### config.mk
export PLATFORM = sky130hd
export DESIGN_NAME = aod_diag_seq
export DESIGN_NICKNAME = d
export VERILOG_FILES = /design/src/core/aod_pkg.sv /design/src/core/aod_diag_seq.sv
export SDC_FILE = /design/constraint.sdc
export NUM_CORES = 1
export LEC_CHECK = 0
export ABC_AREA = 1
export BUFFER_PORTS_ARGS = -buffer_cell sky130_fd_sc_hd__buf_4
export CAP_MARGIN = 20
export CORE_MARGIN = 5
export CORE_UTILIZATION = 48
export DETAILED_ROUTE_END_ITERATION = 7
export GPL_ROUTABILITY_DRIVEN = 0
export GPL_TIMING_DRIVEN = 0
export PLACE_DENSITY = 0.83
export SLEW_MARGIN = 20
export SYNTH_ARGS = -nofsm -noshare
export SYNTH_HDL_FRONTEND = slang
export SYNTH_SLANG_ARGS = --single-unit
### constraint.sdc
create_clock -name pclk -period 1.4 [get_ports pclk]
set_clock_uncertainty 0.05 [all_clocks]
set_input_delay 0.21 -clock pclk [delete_from_list [all_inputs] [get_ports pclk]]
set_output_delay 0.21 -clock pclk [all_outputs]
set_load 0.005 [all_outputs]
### src/core/aod_pkg.sv
// aod_pkg: constants and types shared by the amplifier output diagnostic sequencer
// assumes pclk at 100 MHz and an APB master with 32-bit data
`default_nettype none

package aod_pkg;

  // register byte offsets
  localparam logic [7:0] CTRL_OFS   = 8'h00;
  localparam logic [7:0] REPORT_OFS = 8'h04;
  localparam logic [7:0] STATUS_OFS = 8'h08;

  // timebase
  localparam int CLK_NS    = 10;
  localparam int MS_NS     = 1000000;
  localparam int MS_CYCLES = MS_NS / CLK_NS;
  localparam int CHECK_MS  = 1;
  localparam int ACQ_MS    = 100;
  // one extra tick so the check never comes before a full millisecond
  localparam logic [6:0] CHECK_TICKS = 7'(CHECK_MS + 1);
  localparam logic [6:0] ACQ_TICKS   = 7'(ACQ_MS);

  localparam logic [1:0] AC_MIN_PULSES = 2'h3;

  // load class limits in milliohm: amplifier classes, then line-driver classes
  localparam logic [19:0] PA_SHORT_MOHM = 20'h001F4;
  localparam logic [19:0] PA_NMIN_MOHM  = 20'h005DC;
  localparam logic [19:0] PA_NMAX_MOHM  = 20'h0AFC8;
  localparam logic [19:0] PA_OPEN_MOHM  = 20'h14C08;
  localparam logic [19:0] LD_SHORT_MOHM = 20'h005DC;
  localparam logic [19:0] LD_NMIN_MOHM  = 20'h01194;
  localparam logic [19:0] LD_NMAX_MOHM  = 20'h2BF20;
  localparam logic [19:0] LD_OPEN_MOHM  = 20'h50910;

  // peak current limits in mA for the tweeter test
  localparam logic [9:0] AC_NORM_HI = 10'h1F4;
  localparam logic [9:0] AC_OPEN_HI = 10'h0FA;
  localparam logic [9:0] AC_NORM_LO = 10'h0FA;
  localparam logic [9:0] AC_OPEN_LO = 10'h07D;

  typedef enum logic [2:0] {
    FC_NONE    = 3'h0,
    FC_GND     = 3'h1,
    FC_VS      = 3'h2,
    FC_LSHORT  = 3'h3,
    FC_OPEN    = 3'h4,
    FC_OFFSET  = 3'h5,
    FC_TWEETER = 3'h6
  } aod_fcode_t;

  typedef enum logic [2:0] {
    CH_OFF     = 3'h0,
    CH_TURNON  = 3'h1,
    CH_ACTIVE  = 3'h2,
    CH_CHECK   = 3'h3,
    CH_DIAG    = 3'h4,
    CH_RESTART = 3'h5
  } aod_chst_t;

  typedef struct packed {
    logic       dbl;
    aod_fcode_t code;
  } aod_fault_t;

  // control register, bit 6 down to bit 0
  typedef struct packed {
    logic line_drv;
    logic low_gain;
    logic ac_current_threshold_select;
    logic ac_diag_enable;
    logic offset_detect_enable;
    logic amp_on;
    logic diag_en;
  } aod_ctrl_t;

  // analog comparator levels of one channel
  typedef struct packed {
    logic gnd;
    logic vs;
    logic lshort;
    logic lopen;
    logic ovl;
    logic ofs;
    logic ipk;
  } aod_ana_t;

  typedef struct packed {
    aod_chst_t  st;
    logic [6:0] tmr;
    logic       spent;
    aod_fault_t ton;
    aod_fault_t dc;
    logic       ofs_all;
    logic       sup;
    logic [1:0] npk;
    aod_fault_t rep;
  } aod_ch_t;

endpackage

`default_nettype wire

### src/core/aod_diag_seq.sv
// aod_diag_seq: two-channel output diagnostic sequencer with APB register access
// assumes analog comparator levels arrive asynchronously and are synchronised here
//
// Chosen here: the register addresses and the APB register port.
`default_nettype none

//
// Contract
// - turn-on result held until next pulse
// - joint exit and enable: pulse first, stages off
// - turn-on result kept until output short
// - sample fault at plateau end, 100 ms
// - ground and supply shorts ignore gain
// - low gain line-driver uses line-driver classes
// - restart mode: faulty channel off, recheck 1 ms
// - overload gone at 1 ms check: reactivate
// - overload persists: 100 ms cycle then restart
// - next permanent cycle only after host read
// - offset flagged only if persistent whole window
// - window opens at read or enable, closes at read
// - overload suppresses offset and AC diagnostics
// - AC test only while enabled, peak current
// - threshold select picks 500/250 or 250/125 mA
// - three pulses mean tweeter present, else open
// - multiple faults reported one per read
// - short with open speaker reports the short alone
// - ground plus supply both; ground hides load
// - every read restarts cycles, returns previous result; here only reads at REPORT_OFS do
module aod_diag_seq #(
  parameter int MS_TICK_CYCLES = aod_pkg::MS_CYCLES
) (
  input  wire logic                     pclk,
  input  wire logic                     presetn,
  input  wire logic                     psel,
  input  wire logic                     penable,
  input  wire logic                     pwrite,
  input  wire logic [7:0]               paddr,
  input  wire logic [31:0]              pwdata,
  input  wire logic [3:0]               pstrb,
  output logic      [31:0]              prdata,
  output logic                          pready,
  output logic                          pslverr,
  input  wire aod_pkg::aod_ana_t [1:0]  ana,
  output logic      [1:0]               power_stage_en,
  output logic      [1:0]               test_pulse_en,
  output logic      [19:0]              load_short_lim_mohm,
  output logic      [19:0]              load_norm_min_mohm,
  output logic      [19:0]              load_norm_max_mohm,
  output logic      [19:0]              load_open_lim_mohm,
  output logic      [9:0]               ac_normal_ma,
  output logic      [9:0]               ac_open_ma
);

  typedef struct packed {
    aod_pkg::aod_ctrl_t      ctrl;
    aod_pkg::aod_ch_t [1:0]  ch;
    logic [19:0]             mscnt;
    logic                    tick;
    aod_pkg::aod_ana_t [1:0] s1;
    aod_pkg::aod_ana_t [1:0] s2;
    aod_pkg::aod_ana_t [1:0] s3;
    logic                    pready;
    logic                    pslverr;
    logic [31:0]             prdata;
    logic [1:0]              pse;
    logic [1:0]              tpe;
    logic [19:0]             lshort;
    logic [19:0]             lnmin;
    logic [19:0]             lnmax;
    logic [19:0]             lopen;
    logic [9:0]              acn;
    logic [9:0]              aco;
  } aod_st_t;

  localparam aod_st_t ST_RST = '0;

  aod_st_t            r;
  aod_st_t            n;
  logic               acc;
  logic               wr;
  logic               rd;
  logic               pulse_req;
  logic               win_open;
  logic               ac_start;
  aod_pkg::aod_ctrl_t wctrl;

  // fault class at the end of a test current plateau
  function automatic aod_pkg::aod_fault_t classify(input aod_pkg::aod_ana_t a, input logic turnon);
    aod_pkg::aod_fault_t f;
    f.dbl  = 1'b0;
    f.code = aod_pkg::FC_NONE;
    // level comparators are gain independent; only the load limits move
    if (a.gnd) begin
      f.code = aod_pkg::FC_GND;
      f.dbl  = a.vs;
    end else if (a.vs) begin
      f.code = aod_pkg::FC_VS;
    end else if (a.lshort) begin
      f.code = aod_pkg::FC_LSHORT;
    end else if (a.lopen && turnon) begin
      f.code = aod_pkg::FC_OPEN;
    end
    return f;
  endfunction

  // one fault per read; lower ones surface once the higher is removed
  function automatic aod_pkg::aod_fault_t report(input aod_pkg::aod_ch_t c, input aod_pkg::aod_ctrl_t k);
    aod_pkg::aod_fault_t f;
    f = c.dc;
    if (c.dc.code == aod_pkg::FC_NONE) begin
      if (c.ton.code != aod_pkg::FC_NONE) begin
        f = c.ton;
      end else if (k.offset_detect_enable && c.ofs_all && !c.sup) begin
        f.code = aod_pkg::FC_OFFSET;
      end else if (k.ac_diag_enable && !c.sup && c.npk != aod_pkg::AC_MIN_PULSES) begin
        f.code = aod_pkg::FC_TWEETER;
      end
    end
    return f;
  endfunction

  assign acc       = psel && penable && r.pready;
  assign wr        = acc && pwrite && paddr == aod_pkg::CTRL_OFS && pstrb[0];
  assign rd        = acc && !pwrite && paddr == aod_pkg::REPORT_OFS;
  assign wctrl     = aod_pkg::aod_ctrl_t'(pwdata[6:0]);
  assign pulse_req = wr && wctrl.amp_on && !r.ctrl.amp_on && wctrl.diag_en;
  assign win_open  = rd || (wr && wctrl.offset_detect_enable && !r.ctrl.offset_detect_enable);
  assign ac_start  = wr && wctrl.ac_diag_enable && !r.ctrl.ac_diag_enable;

  always_comb begin
    logic                ld;
    logic                expire;
    logic                pk_rise;
    aod_pkg::aod_ana_t   a;
    aod_pkg::aod_fault_t f;
    ld      = 1'b0;
    expire  = 1'b0;
    pk_rise = 1'b0;
    a       = r.s2[0];
    f       = r.ch[0].dc;
    n       = r;

    // free-running millisecond timebase
    n.tick  = r.mscnt == 20'(MS_TICK_CYCLES - 1);
    n.mscnt = n.tick ? 20'h00000 : r.mscnt + 20'h00001;

    // comparator levels are asynchronous; stage two feeds logic, stage three edges
    n.s1 = ana;
    n.s2 = r.s1;
    n.s3 = r.s2;

    // answer in the first access cycle, data latched at setup
    n.pready  = psel && !penable;
    n.pslverr = 1'b0;
    n.prdata  = 32'h00000000;
    if (psel && !penable) begin
      case (paddr)
        aod_pkg::CTRL_OFS: begin
          n.prdata = {25'h0000000, r.ctrl};
        end
        aod_pkg::REPORT_OFS: begin
          // value from the cycle that ended with the previous read
          n.prdata = {20'h00000, r.ch[1].rep, 4'h0, r.ch[0].rep};
        end
        aod_pkg::STATUS_OFS: begin
          n.prdata = {19'h00000, r.ctrl.amp_on, 2'h0, r.ch[1].spent, r.ch[0].spent,
                      1'b0, r.ch[1].st, 1'b0, r.ch[0].st};
        end
        default: begin
          n.pslverr = 1'b1;
        end
      endcase
    end

    if (wr) begin
      n.ctrl = wctrl;
    end

    // limits handed to the analog comparators
    ld       = n.ctrl.low_gain && n.ctrl.line_drv;
    n.lshort = ld ? aod_pkg::LD_SHORT_MOHM : aod_pkg::PA_SHORT_MOHM;
    n.lnmin  = ld ? aod_pkg::LD_NMIN_MOHM : aod_pkg::PA_NMIN_MOHM;
    n.lnmax  = ld ? aod_pkg::LD_NMAX_MOHM : aod_pkg::PA_NMAX_MOHM;
    n.lopen  = ld ? aod_pkg::LD_OPEN_MOHM : aod_pkg::PA_OPEN_MOHM;
    n.acn    = n.ctrl.ac_current_threshold_select ? aod_pkg::AC_NORM_LO : aod_pkg::AC_NORM_HI;
    n.aco    = n.ctrl.ac_current_threshold_select ? aod_pkg::AC_OPEN_LO : aod_pkg::AC_OPEN_HI;

    for (int i = 0; i < 2; i++) begin
      a       = r.s2[i];
      pk_rise = a.ipk && !r.s3[i].ipk;
      expire  = r.tick && r.ch[i].tmr == 7'h01;
      if (r.tick && r.ch[i].tmr != 7'h00) begin
        n.ch[i].tmr = r.ch[i].tmr - 7'h01;
      end

      // offset window: only a level held all window long survives
      n.ch[i].ofs_all = r.ch[i].ofs_all && a.ofs;
      if (pk_rise && r.ctrl.ac_diag_enable && r.ch[i].npk != aod_pkg::AC_MIN_PULSES) begin
        n.ch[i].npk = r.ch[i].npk + 2'h1;
      end

      // a read closes every measurement and starts the next
      if (rd) begin
        n.ch[i].rep   = report(r.ch[i], r.ctrl);
        n.ch[i].dc    = '0;
        n.ch[i].spent = 1'b0;
        n.ch[i].sup   = 1'b0;
        n.ch[i].npk   = {1'b0, pk_rise && r.ctrl.ac_diag_enable};
      end
      if (ac_start) begin
        n.ch[i].npk = 2'h0;
        n.ch[i].sup = 1'b0;
      end
      if (win_open) begin
        n.ch[i].ofs_all = 1'b1;
        // an overload from before the window must not mask it; the flag is
        // shared with the tone test, so a running tone test keeps it
        if (!r.ctrl.ac_diag_enable) begin
          n.ch[i].sup = 1'b0;
        end
      end
      // set after the clears so an overload in a read cycle is kept
      if (a.ovl) begin
        n.ch[i].sup = 1'b1;
      end

      case (r.ch[i].st)
        aod_pkg::CH_OFF: begin
          if (pulse_req) begin
            n.ch[i].st  = aod_pkg::CH_TURNON;
            n.ch[i].tmr = aod_pkg::ACQ_TICKS;
          end else if (n.ctrl.amp_on) begin
            n.ch[i].st = aod_pkg::CH_ACTIVE;
          end
        end
        aod_pkg::CH_TURNON: begin
          if (expire) begin
            n.ch[i].ton = classify(a, 1'b1);
            n.ch[i].st  = aod_pkg::CH_ACTIVE;
          end
        end
        aod_pkg::CH_ACTIVE: begin
          if (a.ovl) begin
            if (r.ctrl.diag_en && !r.ch[i].spent) begin
              n.ch[i].st  = aod_pkg::CH_CHECK;
              n.ch[i].tmr = aod_pkg::CHECK_TICKS;
            end else begin
              n.ch[i].st = aod_pkg::CH_RESTART;
            end
          end
        end
        aod_pkg::CH_CHECK: begin
          if (expire) begin
            if (a.ovl) begin
              n.ch[i].st  = aod_pkg::CH_DIAG;
              n.ch[i].tmr = aod_pkg::ACQ_TICKS;
            end else begin
              // a recirculation spike only: no diagnostic
              n.ch[i].st = aod_pkg::CH_ACTIVE;
            end
          end
        end
        aod_pkg::CH_DIAG: begin
          if (expire) begin
            f             = classify(a, 1'b0);
            n.ch[i].dc    = f;
            n.ch[i].spent = 1'b1;
            n.ch[i].st    = aod_pkg::CH_RESTART;
            if (f.code != aod_pkg::FC_NONE) begin
              n.ch[i].ton = '0;
            end
          end
        end
        aod_pkg::CH_RESTART: begin
          // recheck once per millisecond, the other channel keeps playing
          if (r.tick && !a.ovl) begin
            n.ch[i].st = aod_pkg::CH_ACTIVE;
          end
        end
        default: begin
          n.ch[i].st = aod_pkg::CH_OFF;
        end
      endcase

      if (!n.ctrl.amp_on) begin
        n.ch[i].st  = aod_pkg::CH_OFF;
        n.ch[i].tmr = 7'h00;
      end

      // stages stay high impedance except in normal play
      n.pse[i] = n.ch[i].st == aod_pkg::CH_ACTIVE;
      n.tpe[i] = n.ch[i].st == aod_pkg::CH_TURNON || n.ch[i].st == aod_pkg::CH_DIAG;
    end
  end

  always_ff @(posedge pclk or negedge presetn) begin
    if (!presetn) begin
      r <= ST_RST;
    end else begin
      r <= n;
    end
  end

  assign prdata              = r.prdata;
  assign pready              = r.pready;
  assign pslverr             = r.pslverr;
  assign power_stage_en      = r.pse;
  assign test_pulse_en       = r.tpe;
  assign load_short_lim_mohm = r.lshort;
  assign load_norm_min_mohm  = r.lnmin;
  assign load_norm_max_mohm  = r.lnmax;
  assign load_open_lim_mohm  = r.lopen;
  assign ac_normal_ma        = r.acn;
  assign ac_open_ma          = r.aco;
endmodule // aod_diag_seq

`default_nettype wire

==> results of run 1 <==
-- cell usage in the layout (no fill, tap or decap), types with 14 or more instances in the layout --
cell and n:
dfrtp_1 116, nand3_1 40, dfrtp_2 17, nor2_1 92, o21ai_0 17, inv_2 22
clkbuf_16 18, nand3_2 18, inv_1 77, nor2_4 14, dlygate4sd3_1 19, nor2_2 16
buf_6 122, conb_1 69, buf_4 200, nand2_1 102, xor2_1 19, nand2_2 34
-- flip-flops by register name (all words and copies together) (netlist names) --
signal	flops
pslverr	1
ac_open_ma	3
test_pulse_en	2
r	83
power_stage_en	2
pready	1
n	28
load_norm_max_mohm	2
prdata	12
-- stage by stage --
step | area (um2) | cells
after global placement | 8670 | 1231
after CTS | 10700 | 1333
after detailed placement | 8710 | 1232
final | 11400 | 1370
after floorplan | 7660 | 939
after global routing | 11400 | 1370
-- metal layers --
metal	GRT usage, %	up-vias	routed length [um]
met3	6.00	84	1700
met4	8.17	0	946
li1	-	3172	-
met1	25.2	3326	8180
met2	39.8	415	12300
met5	0	-	0
-- report_power, final --
group | switching [uW] | internal [uW]
Sequential | 172 | 4090
Clock | 1950 | 2390
Combinational | 1490 | 1140
Total | 3610 | 7620
-- logic make-up (layout without fill, tap and decap cells) --
group | after synthesis | in the layout | share of synthesized area [%]
simple gates | 376 | 376 | 23.4
compound gates | 77 | 77 | 6.17
other cells | 2 | 69 | 0.103
fa+ha+maj | 7 | 7 | 1.20
mux | 2 | 2 | 0.308
xor+xnor | 24 | 24 | 2.87
buf+inv | 250 | 493 | 20.2
flops | 134 | 134 | 45.8
-- critical path: stages (launching register included) --
cell	delay (ns)
dfrtp_1	0.39
buf_4	0.16
nor3_1	0.41
inv_1	0.18
nor2_4	0.16
nor2_1	0.08
nor2_1	0.17
nor2_1	0.08
-- area by class of cell --
cell class / instances / area, um2
plain buffers: 142 / 1270
clock buffers: 18 / 439
clock inverters: 14 / 130
fillers: 914 / 3690
inverters: 108 / 438
multi-input cells: 555 / 3470
flip-flops and latches: 134 / 3380
well taps: 188 / 235
repair buffers: 211 / 2040
-- worst max path at each step --
| stage | to | from | cells past startpoint | slack, ns |
|---|---|---|---|---|
| 2_1_floorplan | r[223]$_DFF_PN0_ | r[218]$_DFF_PN0_ | 9 | -0.09 |
| 3_3_place_gp | ac_open_ma[6]$_DFF_PN0_ | presetn | 1 | -0.42 |
| 3_5_place_dp | r[232]$_DFFE_PN0P_ | paddr[1] | 9 | -0.44 |
| 4_1_cts | ac_open_ma[3] | ac_open_ma[6]$_DFF_PN0_ | 3 | -0.25 |
| 5_1_grt | power_stage_en[1]$_DFF_PN0_ | r[250]$_DFF_PN0_ | 9 | -0.44 |
| 6_report | power_stage_en[1]$_DFF_PN0_ | r[253]$_DFF_PN0_ | 7 | -0.39 |
-- what timing repair did --
action,4_1_cts,5_1_grt
endpoints found under the hold margin,69,0
setup buffers,48,37
gates resized for setup,207,136
cloned,2,2
hold buffers,19,0
endpoints found under the setup margin,107,121
pin swaps,50,65
==> flow_summary.yaml, run 1 <==
status:
  status: "finished, violations left"
  violations: "setup timing"
global_routing:
  grt.overflow.total: 0
  grt_pass1_wl_um: 31900
  grt_util_all_layers_pct: 22.1
  grt_pass1_vias: 6567
  antenna_found_initial: 0
  grt_max_degree: 85
worst_setup_path:
  end_kind: "flop"
  cp.arrival_ns: 2.06
  cp.required_ns: 1.67
  timing.rr.start: "r[253]$_DFF_PN0_"
  reg2reg_setup_slack_ns: -0.39
  worst_setup_path_start_kind: "flop"
  worstRegToRegCells: 7
  crit_type: "reg2reg"
  timing.rr.end: "power_stage_en[1]$_DFF_PN0_"
  worstPathMaxFanout: 4
synthesis:
  synth_top_area_share_pct: 45.8
  synth_enable_flop_cells: 0
  async_reset_ff_share_pct: 100
  ys_warn_count: 0
  syn_inst: 872
  ys.flop_type: "dfrtp_1"
  yosysMostFrequentCell: "nand2_1"
  ys_ff_latch: 134
  synthTopCellsByArea: "dfrtp_1, buf_4, nand2_1, nor2_1, inv_1"
  synthTopCellsByCount: "nand2_1, buf_4, dfrtp_1"
  synthDistinctLibCells: 45
  synth_top_area_cell: "dfrtp_1"
  ys_seq_area_share_pct: 45.8
  netlist_area_mm2: 0.00732
  syn_area_per_cell_um2: 8.40
power_and_ir_drop:
  power_leakage_uw: 0.00590
  power_per_cell_area_mw_per_mm2: 985
  ir_worst_vdd_mv: 0.925
  p_total_uw: 11200
flow_run:
  max_cap_violations: 0
floorplan:
  dieHeight_um: 133
  std_cell_rows: 45
  io_pins: 201
  start_util_pct: 48.5
  die_w_um: 133
  dieArea_mm2: 0.0178
  coreArea_mm2: 0.0151
detailed_routing:
  routed_wl_um: 23100
  drt_iter0_markers: 519
  via_count: 6997
  ant_nets: 0
  avgViaCountPerCell: 5.11
  routedWlPerCell_um: 16.9
  firstDrtPassIters: 7
  drc_errors: 0
timing:
  layout_setup_ws_ns: -0.394
  whs_ns: 0.0477
  finalMaxSlewViolations: 0
  timing.fmax_mhz: 557
  finalSetupViolations: 115
  finalHoldViolations: 0
  tns_ns: -17.50
  finalCriticalPeriod_ns: 1.79
  rsz0062_at_grt: "true"
  fin_crit_sh_pct: 128
clock_tree:
  cts_tree: "done"
  clk-insertion-delay-late_ns: 0.43
  numCtsBuffers: 17
  cts-root-buf: "clkbuf_16"
  cts_buffer_depth: 2
  path_clk_slew_ns: 0.07
  cts_max_level: 4
  clkSinkCount: 134
cells_and_area:
  final_layout_size_suffix_gt1_share_pct: 47.7
  nNetsFinal: 1239
  area_growth_pct: 55.7
  diodes: 0
  final_core_util_pct: 75.5
hold_path:
  min_from: "pwdata[3]"
  hold_path.class: "in2reg"
  hold_path_depth: 3
  hold_path_end: "r[258]$_DFFE_PN0N_"
placement:
  dp.final_hpwl_um: 11800
  portBuffers: 104
  dp_worst_setup_slack_ns: -0.436
Note: power is estimated with default switching activity, not from simulation.
==> run 2, diff against run 1 <==
CORE_MARGIN = not set   (was 5)
SETUP_SLACK_MARGIN = 0.15   (was not set)
==> run 2 against run 1 <==
Against the previous run: the flow finishes with violations (DRC, setup timing); clock power is 9.0% higher; die area is 12% lower; power is 6.7% higher; wire length is 16% higher; sequential share of layout area is 1.8 points lower; combinational power is 11% higher; first-iteration DRC count is 59% higher; final cell count is 1.3% higher; via count is 7.7% higher; largest cell class unchanged; global-route usage is 5.5 points higher; hold slack better by 0.023 ns; critical path type unchanged.
==> flow_summary.yaml, run 2 (synthesis gave the netlist of run 1 again) <==
placement:
  dp.final_hpwl_um: 11200
  dp_worst_setup_slack_ns: -0.420
  portBuffers: 104
timing:
  max_slew.worst_pin.slew_ns: 0.535
  finalHoldViolations: 0
  rsz0062_at_grt: "true"
  finalCriticalPeriod_ns: 1.86
  tns_ns: -22.56
  finalMaxSlewViolations: 0
  finalSetupViolations: 130
  fin_crit_sh_pct: 133
  layout_setup_ws_ns: -0.462
  timing.fmax_mhz: 537
  whs_ns: 0.0709
  slew_headroom_pct: 64.2
clock_tree:
  clkSinkCount: 134
  cts_buffer_depth: 2
  numCtsBuffers: 17
  cts-root-buf: "clkbuf_16"
  path_clk_slew_ns: 0.07
  cts_max_level: 4
  clk-insertion-delay-late_ns: 0.44
  cts_tree: "done"
global_routing:
  grt_pass1_wl_um: 33900
  grt_max_degree: 83
  grt.overflow.total: 0
  grt_pass1_vias: 6902
  antenna_found_initial: 0
  grt_util_all_layers_pct: 27.6
floorplan:
  start_util_pct: 49.8
  io_pins: 201
  coreArea_mm2: 0.0147
  dieArea_mm2: 0.0157
  die_w_um: 125
  dieHeight_um: 125
  std_cell_rows: 44
worst_setup_path:
  slowest_stage: "dfrtp_1"
  cp_common_cell: "nand2_8"
  end_kind: "flop"
  path_cells: "nand3_4 > nor2_8 > nand2_8 > nand2_4 > nand2_8 > buf_4 > a21oi_1 > nand3_1 > nor2_1"
  crit_buf_inv: 1
  critical_path.max_stage_delay_ns: 0.41
  cp.arrival_ns: 2.17
  worst_setup_path_start_kind: "flop"
  path_delay_family: "simple AND/OR/NAND/NOR gates"
  worstPathMaxFanout: 4
  crit_type: "reg2reg"
  cp.required_ns: 1.71
cells_and_area:
  final_common_cell: "buf_6"
  largest_register_ff_count: 83
  final_cell_mix: "buf_6, buf_4, dfrtp_1"
  top_register: "r"
  final_layout_size_suffix_gt1_share_pct: 52.5
  diodes: 0
  nNetsFinal: 1261
  area_growth_pct: 65.9
detailed_routing:
  firstDrtPassIters: 8
  drc_errors: 20
  avgViaCountPerCell: 5.43
  routedWlPerCell_um: 19.4
  via_count: 7539
  ant_nets: 0
  drt_iter0_markers: 824
  routed_wl_um: 26900
hold_path:
  hold_path.class: "in2reg"
power_and_ir_drop:
  power_leakage_uw: 0.00613
  power_per_cell_area_mw_per_mm2: 987
  ir_worst_vdd_mv: 1.17
status:
  violations: "DRC, setup timing"
  status: "finished, violations left"
flow_run:
  max_cap_violations: 0
[run 2: changes by cell type in the layout (fill, tap and decap cells not counted), moves of 7 or more]
cell / previous run / this run
nor2_4: 14 / 21
o21ai_1: 8 / 15
buf_4: 200 / 158
buf_6: 122 / 185
o21ai_0: 17 / 7
nand2_1: 102 / 90
nor2_1: 92 / 73
nor2_2: 16 / 28
[run 2: tightest hold or removal path: stages]
cell and delay [ns]:
buf_4 0.10, nand3_1 0.08, nand2_1 0.11
[run 2: per-layer routing]
layer / vias up / share of wire (%) / track usage, % / wire length (um)
met5: - / 0 / 0 / 0
li1: 3214 / - / - / -
met3: 177 / 8.9 / 6.80 / 2390
met1: 3594 / 33 / 30.3 / 8870
met4: 0 / 6.3 / 11.9 / 1710
met2: 554 / 52 / 50.3 / 13900
[run 2: report_power, final]
group          leakage [uW]  internal, uW  switching, uW
registers           0.00161          4100            228
logic               0.00423          1260           1670
clock network      0.000291          2870           1860
[run 2: stage by stage]
| stage | std cells | utilization [%] | instance area (um2) | total power [uW] |
|---|---|---|---|---|
| finish | 1388 | 82.6 | 12100 | 12000 |
| global route | 1388 | 82.6 | 12100 | 12400 |
| CTS | 1361 | 76.6 | 11300 | 11300 |
| detailed placement | 1228 | 60.2 | 8850 | 6250 |
| global placement | 1227 | 60.0 | 8820 | 6190 |
| floorplan | 939 | - | 7800 | 5650 |
[run 2: final cells by class]
type	instances	area, um2
plain buffers	142	1340
clock buffers	19	443
clock inverters	13	170
fillers	708	2560
inverters	108	448
multi-input cells	555	3760
flip-flops and latches	134	3380
well taps	184	230
repair buffers	233	2370
[run 2: what timing repair did]
item | 4_1_cts | 5_1_grt
setup endpoints to repair | 149 | 164
cloned | 3 | 1
buffers inserted | 80 | 26
gates resized for setup | 279 | 185
endpoints found under the hold margin | 70 | 0
pin swaps | 74 | 45
hold buffers | 18 | 0
[run 2: path summary, 6_finish.rpt]
path / from / endpoint / slack (ns) / cells past startpoint
max: pready$_DFF_PN0_ / test_pulse_en[1]$_DFF_PN0_ / -0.46 / 9
max in group asynchronous: presetn / ac_open_ma[6]$_DFF_PN0_ / 0.30 / 3
max reg2reg: pready$_DFF_PN0_ / test_pulse_en[1]$_DFF_PN0_ / -0.46 / 9
min: pwdata[0] / r[255]$_DFFE_PN0N_ / 0.07 / 3
min reg2reg: n[161]$_DFF_PN0_ / n[147]$_DFF_PN0_ / 0.29 / 0
min in group asynchronous: presetn / n[150]$_DFF_PN0_ / 0.23 / 2
==> run 3, diff against run 2 <==
SKIP_CTS_REPAIR_TIMING = 1   (was not set)
SLEW_MARGIN = 0   (was 20)
==> run 3 against run 2 <==
Against the previous run: the flow finishes with violations (DRC, hold timing, setup timing); sequential power is essentially flat; sequential cell count is the same; critical path depth is the same; first-iteration DRC count shrank 22%; final cell count shrank 3.0%; combinational power shrank 11%; clock power shrank 2%; power shrank 3.5%; non-clock buffer count shrank 43; wire length shrank 20%; register-to-register slack gained 0.09 ns; utilization shrank 5.9 points; critical endpoint is now power_stage_en[1]$_DFF_PN0_.
==> flow_summary.yaml, run 3 (synthesis gave the netlist of run 1 again) <==
status:
  status: "finished, violations left"
  violations: "DRC, hold timing, setup timing"
worst_setup_path:
  crit_type: "reg2reg"
  crit_buf_inv: 1
  worst_setup_path_start_kind: "flop"
  path_delay_family: "simple AND/OR/NAND/NOR gates"
  end_kind: "flop"
  path_cells: "inv_1 > nand2_1 > nor2_2 > o21ai_1 > nand2_4 > nor2_4 > nand2_1 > nand2_2 > nor2_1"
  cp.arrival_ns: 2.04
  slowest_stage: "dfrtp_1"
  cp_common_cell: "nand2_1"
  cp.required_ns: 1.67
  reg2reg_setup_slack_ns: -0.37
  worstPathMaxFanout: 6
  critical_path.max_stage_delay_ns: 0.48
power_and_ir_drop:
  ir_worst_vdd_mv: 1.42
  power_per_cell_area_mw_per_mm2: 1020
  swShare_pct: 29.9
  clkPwrFrac_pct: 40.2
  intPower_uw: 8100
  share_comb_of_total_power_pct: 22.5
  p_switching_uw: 3460
  power_leakage_uw: 0.00576
  seqPwrFrac_pct: 37.4
floorplan:
  start_util_pct: 49.8
  die_w_um: 125
  io_pins: 201
  std_cell_rows: 44
  coreArea_mm2: 0.0147
  dieHeight_um: 125
  dieArea_mm2: 0.0157
hold_path:
  hold_path.class: "in2async"
clock_tree:
  clkSinkCount: 134
  cts_max_level: 4
  path_clk_slew_ns: 0.06
  cts-root-buf: "clkbuf_16"
  cts_tree: "done"
  cts_buffer_depth: 2
  clk-insertion-delay-late_ns: 0.43
  numCtsBuffers: 17
cells_and_area:
  diodes: 0
  area_growth_pct: 54.1
  largest_register_ff_count: 83
  final_common_cell: "buf_4"
  final_cell_mix: "buf_4, buf_6, dfrtp_1"
  nNetsFinal: 1219
  final_layout_size_suffix_gt1_share_pct: 46.0
  fin_area_mm2: 0.0113
  top_register: "r"
  fillers: 875
global_routing:
  antenna_found_initial: 0
  grt.overflow.total: 0
  grt_util_all_layers_pct: 20.4
  grt_pass1_wl_um: 25500
  grt_max_degree: 83
  grt_pass1_vias: 5410
timing:
  layout_setup_ws_ns: -0.374
  finalCriticalPeriod_ns: 1.77
  rsz0062_at_grt: "true"
  whs_ns: -0.319
  fin_crit_sh_pct: 127
  timing.fmax_mhz: 564
  finalMaxSlewViolations: 0
  finalHoldViolations: 52
  tns_ns: -20.27
  finalSetupViolations: 113
flow_run:
  max_cap_violations: 0
placement:
  portBuffers: 104
  dp.final_hpwl_um: 11200
  placed_area_mm2: 0.00885
detailed_routing:
  ant_nets: 0
  avgViaCountPerCell: 5.09
  routed_wl_um: 21500
  via_count: 6845
  routedWlPerCell_um: 16.0
  drt_iter0_markers: 645
  drc_errors: 20
  firstDrtPassIters: 8
## run 3: cell count changes in the layout (fill, tap and decap cells not counted), moves of 4 or more
cell	delta
nor2_4	-11
inv_4	-4
nand2_4	-6
o21ai_0	+6
inv_1	+9
nor2_1	+11
nand2_2	-16
nand2_1	+25
buf_4	+4
buf_6	-40
## run 3: worst register-to-register path, stage by stage (launching register included)
cell	delay [ns]
dfrtp_1	0.48
inv_1	0.18
nand2_1	0.19
nor2_2	0.09
o21ai_1	0.23
nand2_4	0.07
nor2_4	0.16
nand2_1	0.10
nand2_2	0.08
nor2_1	0.04
## run 3: final timing paths
check / startpoint / to / cells after the start
max: r[252]$_DFF_PN0_ / power_stage_en[1]$_DFF_PN0_ / 9
min: presetn / n[164]$_DFF_PN0_ / 1
max reg2reg: r[252]$_DFF_PN0_ / power_stage_en[1]$_DFF_PN0_ / 9
min reg2reg: n[161]$_DFF_PN0_ / n[147]$_DFF_PN0_ / 0
max in group asynchronous: presetn / ac_open_ma[6]$_DFF_PN0_ / 2
min in group pclk: pwdata[0] / r[255]$_DFFE_PN0N_ / 3
## run 3: final cells by class
class | instances | area [um2] | share of cell area (%)
repair buffers | 190 | 1860 | 16.4
inverters | 108 | 423 | 3.75
clock inverters | 14 | 174 | 1.54
well taps | 184 | 230 | 2.04
clock buffers | 18 | 439 | 3.89
plain buffers | 142 | 1320 | 11.7
flip-flops and latches | 134 | 3370 | 29.9
multi-input cells | 556 | 3460 | 30.7
## run 3: power by group through the flow
stage	registers, uW	logic [uW]	clock network, uW
after floorplan	4290	1360	0
after CTS	4270	1950	4650
after detailed placement	4330	1920	0
after global routing	4330	2820	4840
after global placement	4320	1860	0
final	4320	2600	4650
## run 3: stage by stage
step / cells / setup slack (ns) / hold WS, ns / util, % / power (uW)
final: 1346 / -0.374 / -0.319 / 76.7 / 11600
after global routing: 1346 / -0.452 / -0.276 / 76.7 / 12000
after CTS: 1260 / -0.438 / -0.300 / 64.4 / 10900
after detailed placement: 1228 / -0.418 / 0.144 / 60.2 / 6250
after global placement: 1227 / -0.519 / 0.269 / 60.0 / 6190
after floorplan: 939 / -0.0861 / -0.136 / - / 5650
## run 3: metal layers
| metal | global-route usage [%] | vias to the layer above | wire length [um] |
|---|---|---|---|
| li1 | - | 3128 | - |
| met2 | 34.2 | 427 | 10900 |
| met3 | 5.13 | 88 | 1820 |
| met1 | 25.3 | 3202 | 7880 |
| met4 | 8.32 | 0 | 867 |
| met5 | 0 | - | 0 |
